===== src/hdl/lpm_pkg.sv =====
// constants, state and carrier types of the low-power mode control
package lpm_pkg;

    // ----------------------------------------------------------------
    // clock control word
    // ----------------------------------------------------------------
    typedef struct packed {
        logic       all_clock_stop_bit;
        logic       main_osc_stop_bit;
        logic       wait_peripheral_gate_bit;
        logic       divide_by_eight_flag;
        logic       bus_clk_sub;
        logic [1:0] bus_div;
        logic       vref_connect;
    } lpm_ctrl_t;

    localparam lpm_ctrl_t LPM_CTRL_RST = '{
        all_clock_stop_bit       : 1'b0,
        main_osc_stop_bit        : 1'b0,
        wait_peripheral_gate_bit : 1'b0,
        divide_by_eight_flag     : 1'b1,
        bus_clk_sub              : 1'b0,
        bus_div                  : 2'h0,
        vref_connect             : 1'b0
    };

    // ----------------------------------------------------------------
    // timing and states
    // ----------------------------------------------------------------
    // instructions already in the prefetch queue that may still run
    localparam logic [2:0] LPM_PREFETCH_NOPS = 3'h4;
    localparam logic [2:0] LPM_CNT_ZERO      = 3'h0;
    localparam logic [2:0] LPM_CNT_ONE       = 3'h1;

    typedef enum logic [2:0] {
        LPM_RUN,
        LPM_WAIT_DRAIN,
        LPM_WAIT,
        LPM_STOP_DRAIN,
        LPM_STOP,
        LPM_RESTART
    } lpm_state_t;

endpackage : lpm_pkg


===== src/hdl/lpm_pin_hold.sv =====
// pin state register that freezes while the device is halted
`timescale 1ns/1ns
module lpm_pin_hold #(
    parameter int W = 8
) (
    input  wire logic         clk,
    input  wire logic         rst_n,
    input  wire logic         hold,
    input  wire logic [W-1:0] d,
    input  wire logic [W-1:0] d_oe,
    output logic      [W-1:0] q,
    output logic      [W-1:0] q_oe
);

    if (W < 1) begin : g_chk
        $error("lpm_pin_hold: width must be at least one");
    end

    // ----------------------------------------------------------------
    // capture while running, keep while halted
    // ----------------------------------------------------------------
    always_ff @(posedge clk or negedge rst_n) begin
        if (!rst_n) begin
            q    <= '0;
            q_oe <= '0;
        end else if (!hold) begin
            q    <= d;
            q_oe <= d_oe;
        end
    end

endmodule : lpm_pin_hold


===== src/hdl/lpm_ctrl.sv =====
// stop and wait mode control with protected clock control bits
//
// Behaviour
// software enables the wake source and the interrupt flag before stop
// a protected write of one to the all-clock-stop bit halts oscillation
// wait instruction enters wait mode after the usual software preparation
// stop is refused while the non-maskable interrupt pin is low
// reset exit from stop: reset held low until main oscillator stable
// up to four prefetched instructions run after wait before halting
// software puts a short jump before wait, no ram writes or dma between
// stop write is followed by short jump and four nops; those may run
// software switches bus clock source only to an oscillator already stable
// port pins keep their driven state in wait and stop
// external bus pins hold their state when halted unless single-chip mode
// software clears the reference connection bit before wait or stop
// peripheral gate bit stops peripheral clocks in wait, never sub_clock_div32
// software does not wait with gate bit set in low-speed modes
// main oscillator stop bit disables the oscillator output, external clock accepted
// wait exit resumes the same bus clock source and division
// stop from main clock sets divide-by-eight; from sub clock unchanged
// enabled wake in stop clears all-clock-stop, interrupt runs once clock stable
// clock control writes are ignored unless protection was cleared first
`timescale 1ns/1ns
module lpm_ctrl
    import lpm_pkg::*;
#(
    parameter int PORT_W = 8,
    parameter int BUS_W  = 8
) (
    input  wire logic              clk,
    input  wire logic              rst_n,
    input  wire logic              protect_clear,
    input  wire logic              ctrl_wr,
    input  wire lpm_ctrl_t         ctrl_wdata,
    input  wire logic              wait_instr,
    input  wire logic              nmi_n,
    input  wire logic              wake_irq,
    input  wire logic              irq_enable_flag,
    input  wire logic              osc_stable,
    input  wire logic              single_chip_mode,
    input  wire logic [PORT_W-1:0] port_d,
    input  wire logic [PORT_W-1:0] port_d_oe,
    input  wire logic [BUS_W-1:0]  bus_d,
    input  wire logic [BUS_W-1:0]  bus_d_oe,
    output lpm_ctrl_t              ctrl_ff,
    output logic                   prot_open_ff,
    output logic                   cpu_halt_ff,
    output logic                   in_wait_ff,
    output logic                   in_stop_ff,
    output logic                   osc_run_ff,
    output logic                   periph_clk_en_ff,
    output logic                   sub_div32_en_ff,
    output logic                   main_osc_out_en_ff,
    output logic                   irq_seq_start_ff,
    output logic [PORT_W-1:0]      port_q,
    output logic [PORT_W-1:0]      port_q_oe,
    output logic [BUS_W-1:0]       bus_q,
    output logic [BUS_W-1:0]       bus_q_oe
);

    if (PORT_W < 1 || BUS_W < 1) begin : g_chk
        $error("lpm_ctrl: port and bus widths must be at least one");
    end

    // ----------------------------------------------------------------
    // state machine
    // ----------------------------------------------------------------
    lpm_state_t state_ff;
    lpm_state_t nxt_state;
    logic [2:0] cnt_ff;
    logic       wake_ok;
    logic       drain_done;
    logic       wr_ok;
    logic       nxt_halt;

    assign wake_ok    = wake_irq && irq_enable_flag;
    assign drain_done = (cnt_ff == LPM_PREFETCH_NOPS - LPM_CNT_ONE);
    // writes only land while running; halted software cannot write anyway
    // a pending stop also refuses writes, so the divide-by-eight set cannot be overwritten
    assign wr_ok      = ctrl_wr && prot_open_ff && (state_ff == LPM_RUN) && !ctrl_ff.all_clock_stop_bit;

    always_comb begin
        nxt_state = state_ff;
        case (state_ff)
            LPM_RUN: begin
                if (ctrl_ff.all_clock_stop_bit) begin
                    nxt_state = LPM_STOP_DRAIN;
                end else if (wait_instr) begin
                    nxt_state = LPM_WAIT_DRAIN;
                end
            end
            LPM_WAIT_DRAIN: begin
                if (drain_done) begin
                    nxt_state = LPM_WAIT;
                end
            end
            LPM_WAIT: begin
                if (wake_ok) begin
                    nxt_state = LPM_RUN;
                end
            end
            LPM_STOP_DRAIN: begin
                if (drain_done) begin
                    nxt_state = LPM_STOP;
                end
            end
            LPM_STOP: begin
                if (wake_ok) begin
                    nxt_state = LPM_RESTART;
                end
            end
            LPM_RESTART: begin
                if (osc_stable) begin
                    nxt_state = LPM_RUN;
                end
            end
            default: nxt_state = LPM_RUN;
        endcase
    end

    assign nxt_halt = (nxt_state == LPM_WAIT) || (nxt_state == LPM_STOP) || (nxt_state == LPM_RESTART);

    always_ff @(posedge clk or negedge rst_n) begin
        if (!rst_n) begin
            state_ff <= LPM_RUN;
        end else begin
            state_ff <= nxt_state;
        end
    end

    // the drain counter models the prefetch queue emptying before halt
    always_ff @(posedge clk or negedge rst_n) begin
        if (!rst_n) begin
            cnt_ff <= LPM_CNT_ZERO;
        end else if (nxt_state == LPM_WAIT_DRAIN || nxt_state == LPM_STOP_DRAIN) begin
            cnt_ff <= (state_ff == nxt_state) ? cnt_ff + LPM_CNT_ONE : LPM_CNT_ZERO;
        end else begin
            cnt_ff <= LPM_CNT_ZERO;
        end
    end

    // ----------------------------------------------------------------
    // write protection
    // ----------------------------------------------------------------
    // one clear opens exactly one write, so a stray store cannot slip in
    always_ff @(posedge clk or negedge rst_n) begin
        if (!rst_n) begin
            prot_open_ff <= 1'b0;
        end else if (protect_clear) begin
            prot_open_ff <= 1'b1;
        end else if (ctrl_wr) begin
            prot_open_ff <= 1'b0;
        end
    end

    // ----------------------------------------------------------------
    // clock control bits
    // ----------------------------------------------------------------
    always_ff @(posedge clk or negedge rst_n) begin
        if (!rst_n) begin
            ctrl_ff <= LPM_CTRL_RST;
        end else if (wr_ok) begin
            ctrl_ff                    <= ctrl_wdata;
            ctrl_ff.all_clock_stop_bit <= ctrl_wdata.all_clock_stop_bit && nmi_n;
        end else if (state_ff == LPM_RUN && ctrl_ff.all_clock_stop_bit) begin
            if (!ctrl_ff.bus_clk_sub) begin
                ctrl_ff.divide_by_eight_flag <= 1'b1;
            end
        end else if (state_ff == LPM_STOP && wake_ok) begin
            ctrl_ff.all_clock_stop_bit <= 1'b0;
        end
    end

    // ----------------------------------------------------------------
    // clock enables and mode status
    // ----------------------------------------------------------------
    always_ff @(posedge clk or negedge rst_n) begin
        if (!rst_n) begin
            cpu_halt_ff        <= 1'b0;
            in_wait_ff         <= 1'b0;
            in_stop_ff         <= 1'b0;
            osc_run_ff         <= 1'b1;
            periph_clk_en_ff   <= 1'b1;
            sub_div32_en_ff    <= 1'b1;
            main_osc_out_en_ff <= 1'b1;
        end else begin
            cpu_halt_ff        <= nxt_halt;
            in_wait_ff         <= (nxt_state == LPM_WAIT);
            in_stop_ff         <= (nxt_state == LPM_STOP);
            osc_run_ff         <= (nxt_state != LPM_STOP);
            periph_clk_en_ff   <= !((nxt_state == LPM_WAIT) && ctrl_ff.wait_peripheral_gate_bit)
                                  && (nxt_state != LPM_STOP);
            sub_div32_en_ff    <= (nxt_state != LPM_STOP);
            // an external clock on main_osc_input is taken whatever this says
            main_osc_out_en_ff <= !ctrl_ff.main_osc_stop_bit && (nxt_state != LPM_STOP);
        end
    end

    always_ff @(posedge clk or negedge rst_n) begin
        if (!rst_n) begin
            irq_seq_start_ff <= 1'b0;
        end else begin
            irq_seq_start_ff <= (state_ff == LPM_RESTART && osc_stable)
                                || (state_ff == LPM_WAIT && wake_ok);
        end
    end

    // ----------------------------------------------------------------
    // pin state retention
    // ----------------------------------------------------------------
    lpm_pin_hold #(
        .W (PORT_W)
    ) u_port_hold (
        .clk   (clk),
        .rst_n (rst_n),
        .hold  (nxt_halt),
        .d     (port_d),
        .d_oe  (port_d_oe),
        .q     (port_q),
        .q_oe  (port_q_oe)
    );

    lpm_pin_hold #(
        .W (BUS_W)
    ) u_bus_hold (
        .clk   (clk),
        .rst_n (rst_n),
        .hold  (nxt_halt && !single_chip_mode),
        .d     (bus_d),
        .d_oe  (bus_d_oe),
        .q     (bus_q),
        .q_oe  (bus_q_oe)
    );

    // ----------------------------------------------------------------
    // checks
    // ----------------------------------------------------------------
    a_protect_gate: assert property (@(posedge clk) disable iff (!rst_n)
        ctrl_wr && !prot_open_ff && !ctrl_ff.all_clock_stop_bit && state_ff == LPM_RUN
        |=> $stable(ctrl_ff)) else $error("protected write changed control");

    a_nmi_blocks_stop: assert property (@(posedge clk) disable iff (!rst_n)
        ctrl_wr && !nmi_n && !ctrl_ff.all_clock_stop_bit
        |=> !ctrl_ff.all_clock_stop_bit ##1 state_ff != LPM_STOP_DRAIN) else $error("stop taken with nmi low");

    a_wait_drain: assert property (@(posedge clk) disable iff (!rst_n)
        state_ff == LPM_RUN && wait_instr && !ctrl_ff.all_clock_stop_bit
        |=> !cpu_halt_ff [*4] ##1 (cpu_halt_ff && in_wait_ff)) else $error("wait halt timing wrong");

    a_stop_entry: assert property (@(posedge clk) disable iff (!rst_n)
        $rose(ctrl_ff.all_clock_stop_bit) && state_ff == LPM_RUN
        |-> ##[1:6] (in_stop_ff && !osc_run_ff && !main_osc_out_en_ff)) else $error("stop not reached");

    a_div8_on_stop: assert property (@(posedge clk) disable iff (!rst_n)
        state_ff == LPM_RUN && ctrl_ff.all_clock_stop_bit && !ctrl_ff.bus_clk_sub
        |=> ctrl_ff.divide_by_eight_flag) else $error("divide-by-eight not set");

    a_wake_clears: assert property (@(posedge clk) disable iff (!rst_n)
        state_ff == LPM_STOP && wake_irq && irq_enable_flag
        |=> !ctrl_ff.all_clock_stop_bit && state_ff == LPM_RESTART) else $error("wake did not clear stop");

    a_irq_after_osc: assert property (@(posedge clk) disable iff (!rst_n)
        state_ff == LPM_RESTART |=> irq_seq_start_ff == $past(osc_stable)) else $error("interrupt start misplaced");

    a_periph_gate: assert property (@(posedge clk) disable iff (!rst_n)
        in_wait_ff |-> (sub_div32_en_ff && periph_clk_en_ff == !ctrl_ff.wait_peripheral_gate_bit))
        else $error("peripheral gating wrong in wait");

    a_port_hold: assert property (@(posedge clk) disable iff (!rst_n)
        cpu_halt_ff && $past(cpu_halt_ff) |-> $stable(port_q) && $stable(port_q_oe)) else $error("port moved while halted");

    a_bus_hold: assert property (@(posedge clk) disable iff (!rst_n)
        cpu_halt_ff && $past(cpu_halt_ff) && !single_chip_mode && !$past(single_chip_mode)
        |-> $stable(bus_q)) else $error("bus pins moved while halted");

    a_wait_keeps_clk: assert property (@(posedge clk) disable iff (!rst_n)
        state_ff == LPM_WAIT |=> $stable(ctrl_ff.bus_clk_sub) && $stable(ctrl_ff.bus_div))
        else $error("bus clock changed across wait");

endmodule : lpm_ctrl


===== config.mk =====
export PLATFORM = sky130hd
export DESIGN_NAME = lpm_ctrl
export DESIGN_NICKNAME = d
export VERILOG_FILES = /design/src/hdl/lpm_pkg.sv /design/src/hdl/lpm_pin_hold.sv /design/src/hdl/lpm_ctrl.sv
export SDC_FILE = /design/constraint.sdc
export NUM_CORES = 1
export LEC_CHECK = 0
export ABC_AREA = 1
export ABC_CLOCK_PERIOD_IN_PS = 3450
export BUFFER_PORTS_ARGS = -buffer_cell sky130_fd_sc_hd__buf_2
export CAP_MARGIN = 20
export CORE_MARGIN = 2
export CORE_UTILIZATION = 50
export CTS_CLUSTER_DIAMETER = 200
export DETAILED_ROUTE_END_ITERATION = 16
export HOLD_SLACK_MARGIN = 0.12
export PLACE_DENSITY_LB_ADDON = 0.25
export SYNTH_ARGS = -nofsm -noshare
export SYNTH_HDL_FRONTEND = slang
export SYNTH_SLANG_ARGS = --single-unit
export TNS_END_PERCENT = 50

===== constraint.sdc =====
create_clock -name clk -period 3.45 [get_ports clk]
set_input_delay 0.5175 -clock clk [delete_from_list [all_inputs] [get_ports clk]]
set_output_delay 0.5175 -clock clk [all_outputs]
set_load 0.02 [all_outputs]

==> qor.yml <==
setup_path:
  crit-reg2reg-launch: "cnt_ff[0]$_DFF_PN0_"
  worstPathBufferInverterCount: 2
  r2r_slack_ns: 1.36
  critPathSlowestCell: "dfrtp_1"
  ff2ff_path_depth: 9
  critPathKind: "reg -> reg"
  cp_top_family: "simple AND/OR/NAND/NOR gates"
  cp-start-kind: "flip-flop"
  critical_path_required_ns: 3.70
  crit_fanout: 35
  worstSetupPathDepth: 9
  path_cells: "ha_1, ha_1, inv_1, nor3_2, nor2_4, nand3_4, inv_2, nand2_1, nand2_1"
  endpoint_kind: "flip-flop"
  slowest_delay_ns: 0.39
  worstPathArrival_ns: 2.34
  worst_r2r_endpoint: "u_port_hold.q[6]$_DFFE_PN0N_"
clock_network:
  cts_setup_buffers: 0
  cts_tree: "yes"
  cts_resized: 0
  cts_sinks: 54
  clk_path_buf_depth: 2
  cts_hold_buf: 0
  clockRootBuffer: "clkbuf_8"
  clk_pin_slew_ns: 0.10
  h-tree-depth: 2
  cts_buffers: 5
  clk_latency_ns: 0.31
die:
  dieHeight_um: 70.9
  start_util_pct: 51.8
  io-pin-count: 99
  coreArea_um2: 4320
  die-area_um2: 5030
  num_rows: 24
  die_w_um: 70.9
drt:
  drc: 0
  totalWireLength_mm: 4.71
  firstDrtPassIters: 4
  drtIter0Drc: 127
  drtAntennaViolNets: 0
  vias_per_cell: 4.90
  routedWlPerCell_um: 11.8
  routed-via-count: 1963
global_route:
  grt_overflow: 0
  antenna_found_initial: 0
  met1_usage_pct: 25.1
  grt_max_degree: 45
  use_met3_pct: 4.13
  grt_pass1_wl_mm: 7.84
  grt_pass1_vias: 1884
  busiest_layer: "met2"
  grtUsageTotal_pct: 19.5
  grt_util_met2_pct: 31.6
sta:
  fin_setup_tns_ns: 0
  finalMaxSlewViolations: 0
  setup_violations: 0
  rsz0062_at_grt: "false"
  hold_ws_ns: 0.347
  fin_skew_ns: 0.00871
  fmax_mhz: 478
  worstMarginPinSlew_ns: 0.930
  finalCritPeriodShare_pct: 60.6
  hold_viol: 0
  relSlewSlack_pct: 38.0
  min_period_ns: 2.09
layout:
  nets: 400
  regArea_um2: 1360
  diodes: 0
  final_util_pct: 66.3
  areaGrowthSynthToFinish_pct: 28.0
  n_fill_cell: 377
  final_cells: 401
  drive_gt1_share_pct: 33.8
  mostFrequentLayoutCells: "nand2_1, buf_2, dfrtp_1, nand3_1, inv_1"
  multi_input_area_um2: 768
  layout_commonest_cell: "nand2_1"
placed_design:
  dp_cells: 393
  gp_congestion: 0.823
  portBuffers: 98
  hpwl_mm: 3.40
synth:
  yosys_warnings: 0
  synth_nets: 301
  post_synth.cell_area_avg_um2: 9.00
  ys_ff_latch: 54
  ys_types: 25
  syn_area_um2: 2240
  yosysSeqAreaShare_pct: 60.5
  syn_inst: 249
pwr:
  leakage_nw: 1.66
  vdd_drop_max_mv: 0.373
  power_density_nw_per_um2: 764
run:
  cap_violations: 0
min_path:
  hold_path.class: "in -> async"
status:
  run_status: "finished clean"
## synth_stat cells
cell | instances | area, µm²
nand2_4 | 1 | 11.3
inv_2 | 1 | 3.75
nor2_4 | 2 | 22.5
o21ai_0 | 1 | 5.00
nor2_2 | 1 | 6.26
clkinv_1 | 1 | 3.75
nand3b_1 | 2 | 15.0
inv_1 | 16 | 60.1
a21oi_1 | 2 | 10.0
o21bai_1 | 1 | 7.51
nor2_1 | 10 | 37.5
o41ai_1 | 1 | 8.76
clkbuf_1 | 1 | 3.75
buf_4 | 1 | 7.51
buf_6 | 2 | 22.5
buf_2 | 3 | 15.0
nand4_1 | 4 | 25.0
nor3_2 | 1 | 10.0
nand3_4 | 1 | 17.5
dfrtp_1 | 50 | 1250
dfstp_2 | 4 | 105
o21a_1 | 1 | 7.51
nand2_1 | 113 | 424
nand3_1 | 27 | 135
ha_1 | 2 | 25.0
## metrics by stage
| step | instance area [µm²] | total power, mW | setup slack (ns) |
|---|---|---|---|
| floorplan | 2240 | 1.51 | 1.86 |
| global placement | 2760 | 1.76 | 1.46 |
| detailed placement | 2760 | 1.78 | 1.37 |
| CTS | 2870 | 2.21 | 1.36 |
| global route | 2870 | 2.34 | 1.19 |
| finish | 2870 | 2.19 | 1.36 |
## routing by layer
| metal | vias to the layer above | share of wire, % |
|---|---|---|
| met5 | - | 0 |
| met4 | 0 | 1.6 |
| met3 | 8 | 6.6 |
| met2 | 71 | 50 |
| met1 | 911 | 42 |
| li1 | 973 | - |
## cells by family (layout without fill, tap and decap cells)
group                    Yosys count  in the layout  synth area share, %
AO/OA/AOI/OAI                      6              6                 1.73
AND/OR/NAND/NOR                  162            162                 31.4
buffers and inverters             25            125                 5.19
flip-flops                        54             54                 60.5
adder cells (fa/ha/maj)            2              2                 1.12
## state kept, by name, summed over array words and instances (netlist names), 3 cells and up
signal,flops
u_bus_hold.q_oe,8
state_ff,3
cnt_ff,3
u_port_hold.q,8
u_port_hold.q_oe,8
u_bus_hold.q,8
ctrl_ff,8
## worst max-delay path by stage
stage | from | endpoint | slack (ns)
after floorplan | cnt_ff[0]$_DFF_PN0_ | u_bus_hold.q[1]$_DFFE_PN0N_ | 1.86
after global placement | cnt_ff[0]$_DFF_PN0_ | u_port_hold.q[0]$_DFFE_PN0N_ | 1.46
after detailed placement | cnt_ff[0]$_DFF_PN0_ | u_port_hold.q_oe[6]$_DFFE_PN0N_ | 1.37
after CTS | cnt_ff[0]$_DFF_PN0_ | u_port_hold.q_oe[6]$_DFFE_PN0N_ | 1.36
after global routing | cnt_ff[0]$_DFF_PN0_ | u_port_hold.q_oe[3]$_DFFE_PN0N_ | 1.19
final | cnt_ff[0]$_DFF_PN0_ | u_port_hold.q[6]$_DFFE_PN0N_ | 1.36
## where the power goes
group	total, mW	internal [mW]	switching [mW]
registers	0.932	0.820	0.112
clock network	0.427	0.218	0.209
logic	0.831	0.265	0.566
## final cells by class
class | instances | share of cell area (%)
Inverter | 18 | 2.36
Clock inverter | 3 | 1.53
Tap cell | 52 | 2.27
Sequential cell | 54 | 47.3
Multi-Input combinational cell | 170 | 26.8
Timing Repair Buffer | 99 | 17.4
Clock buffer | 5 | 2.40
(Power assumes the default switching activity.)
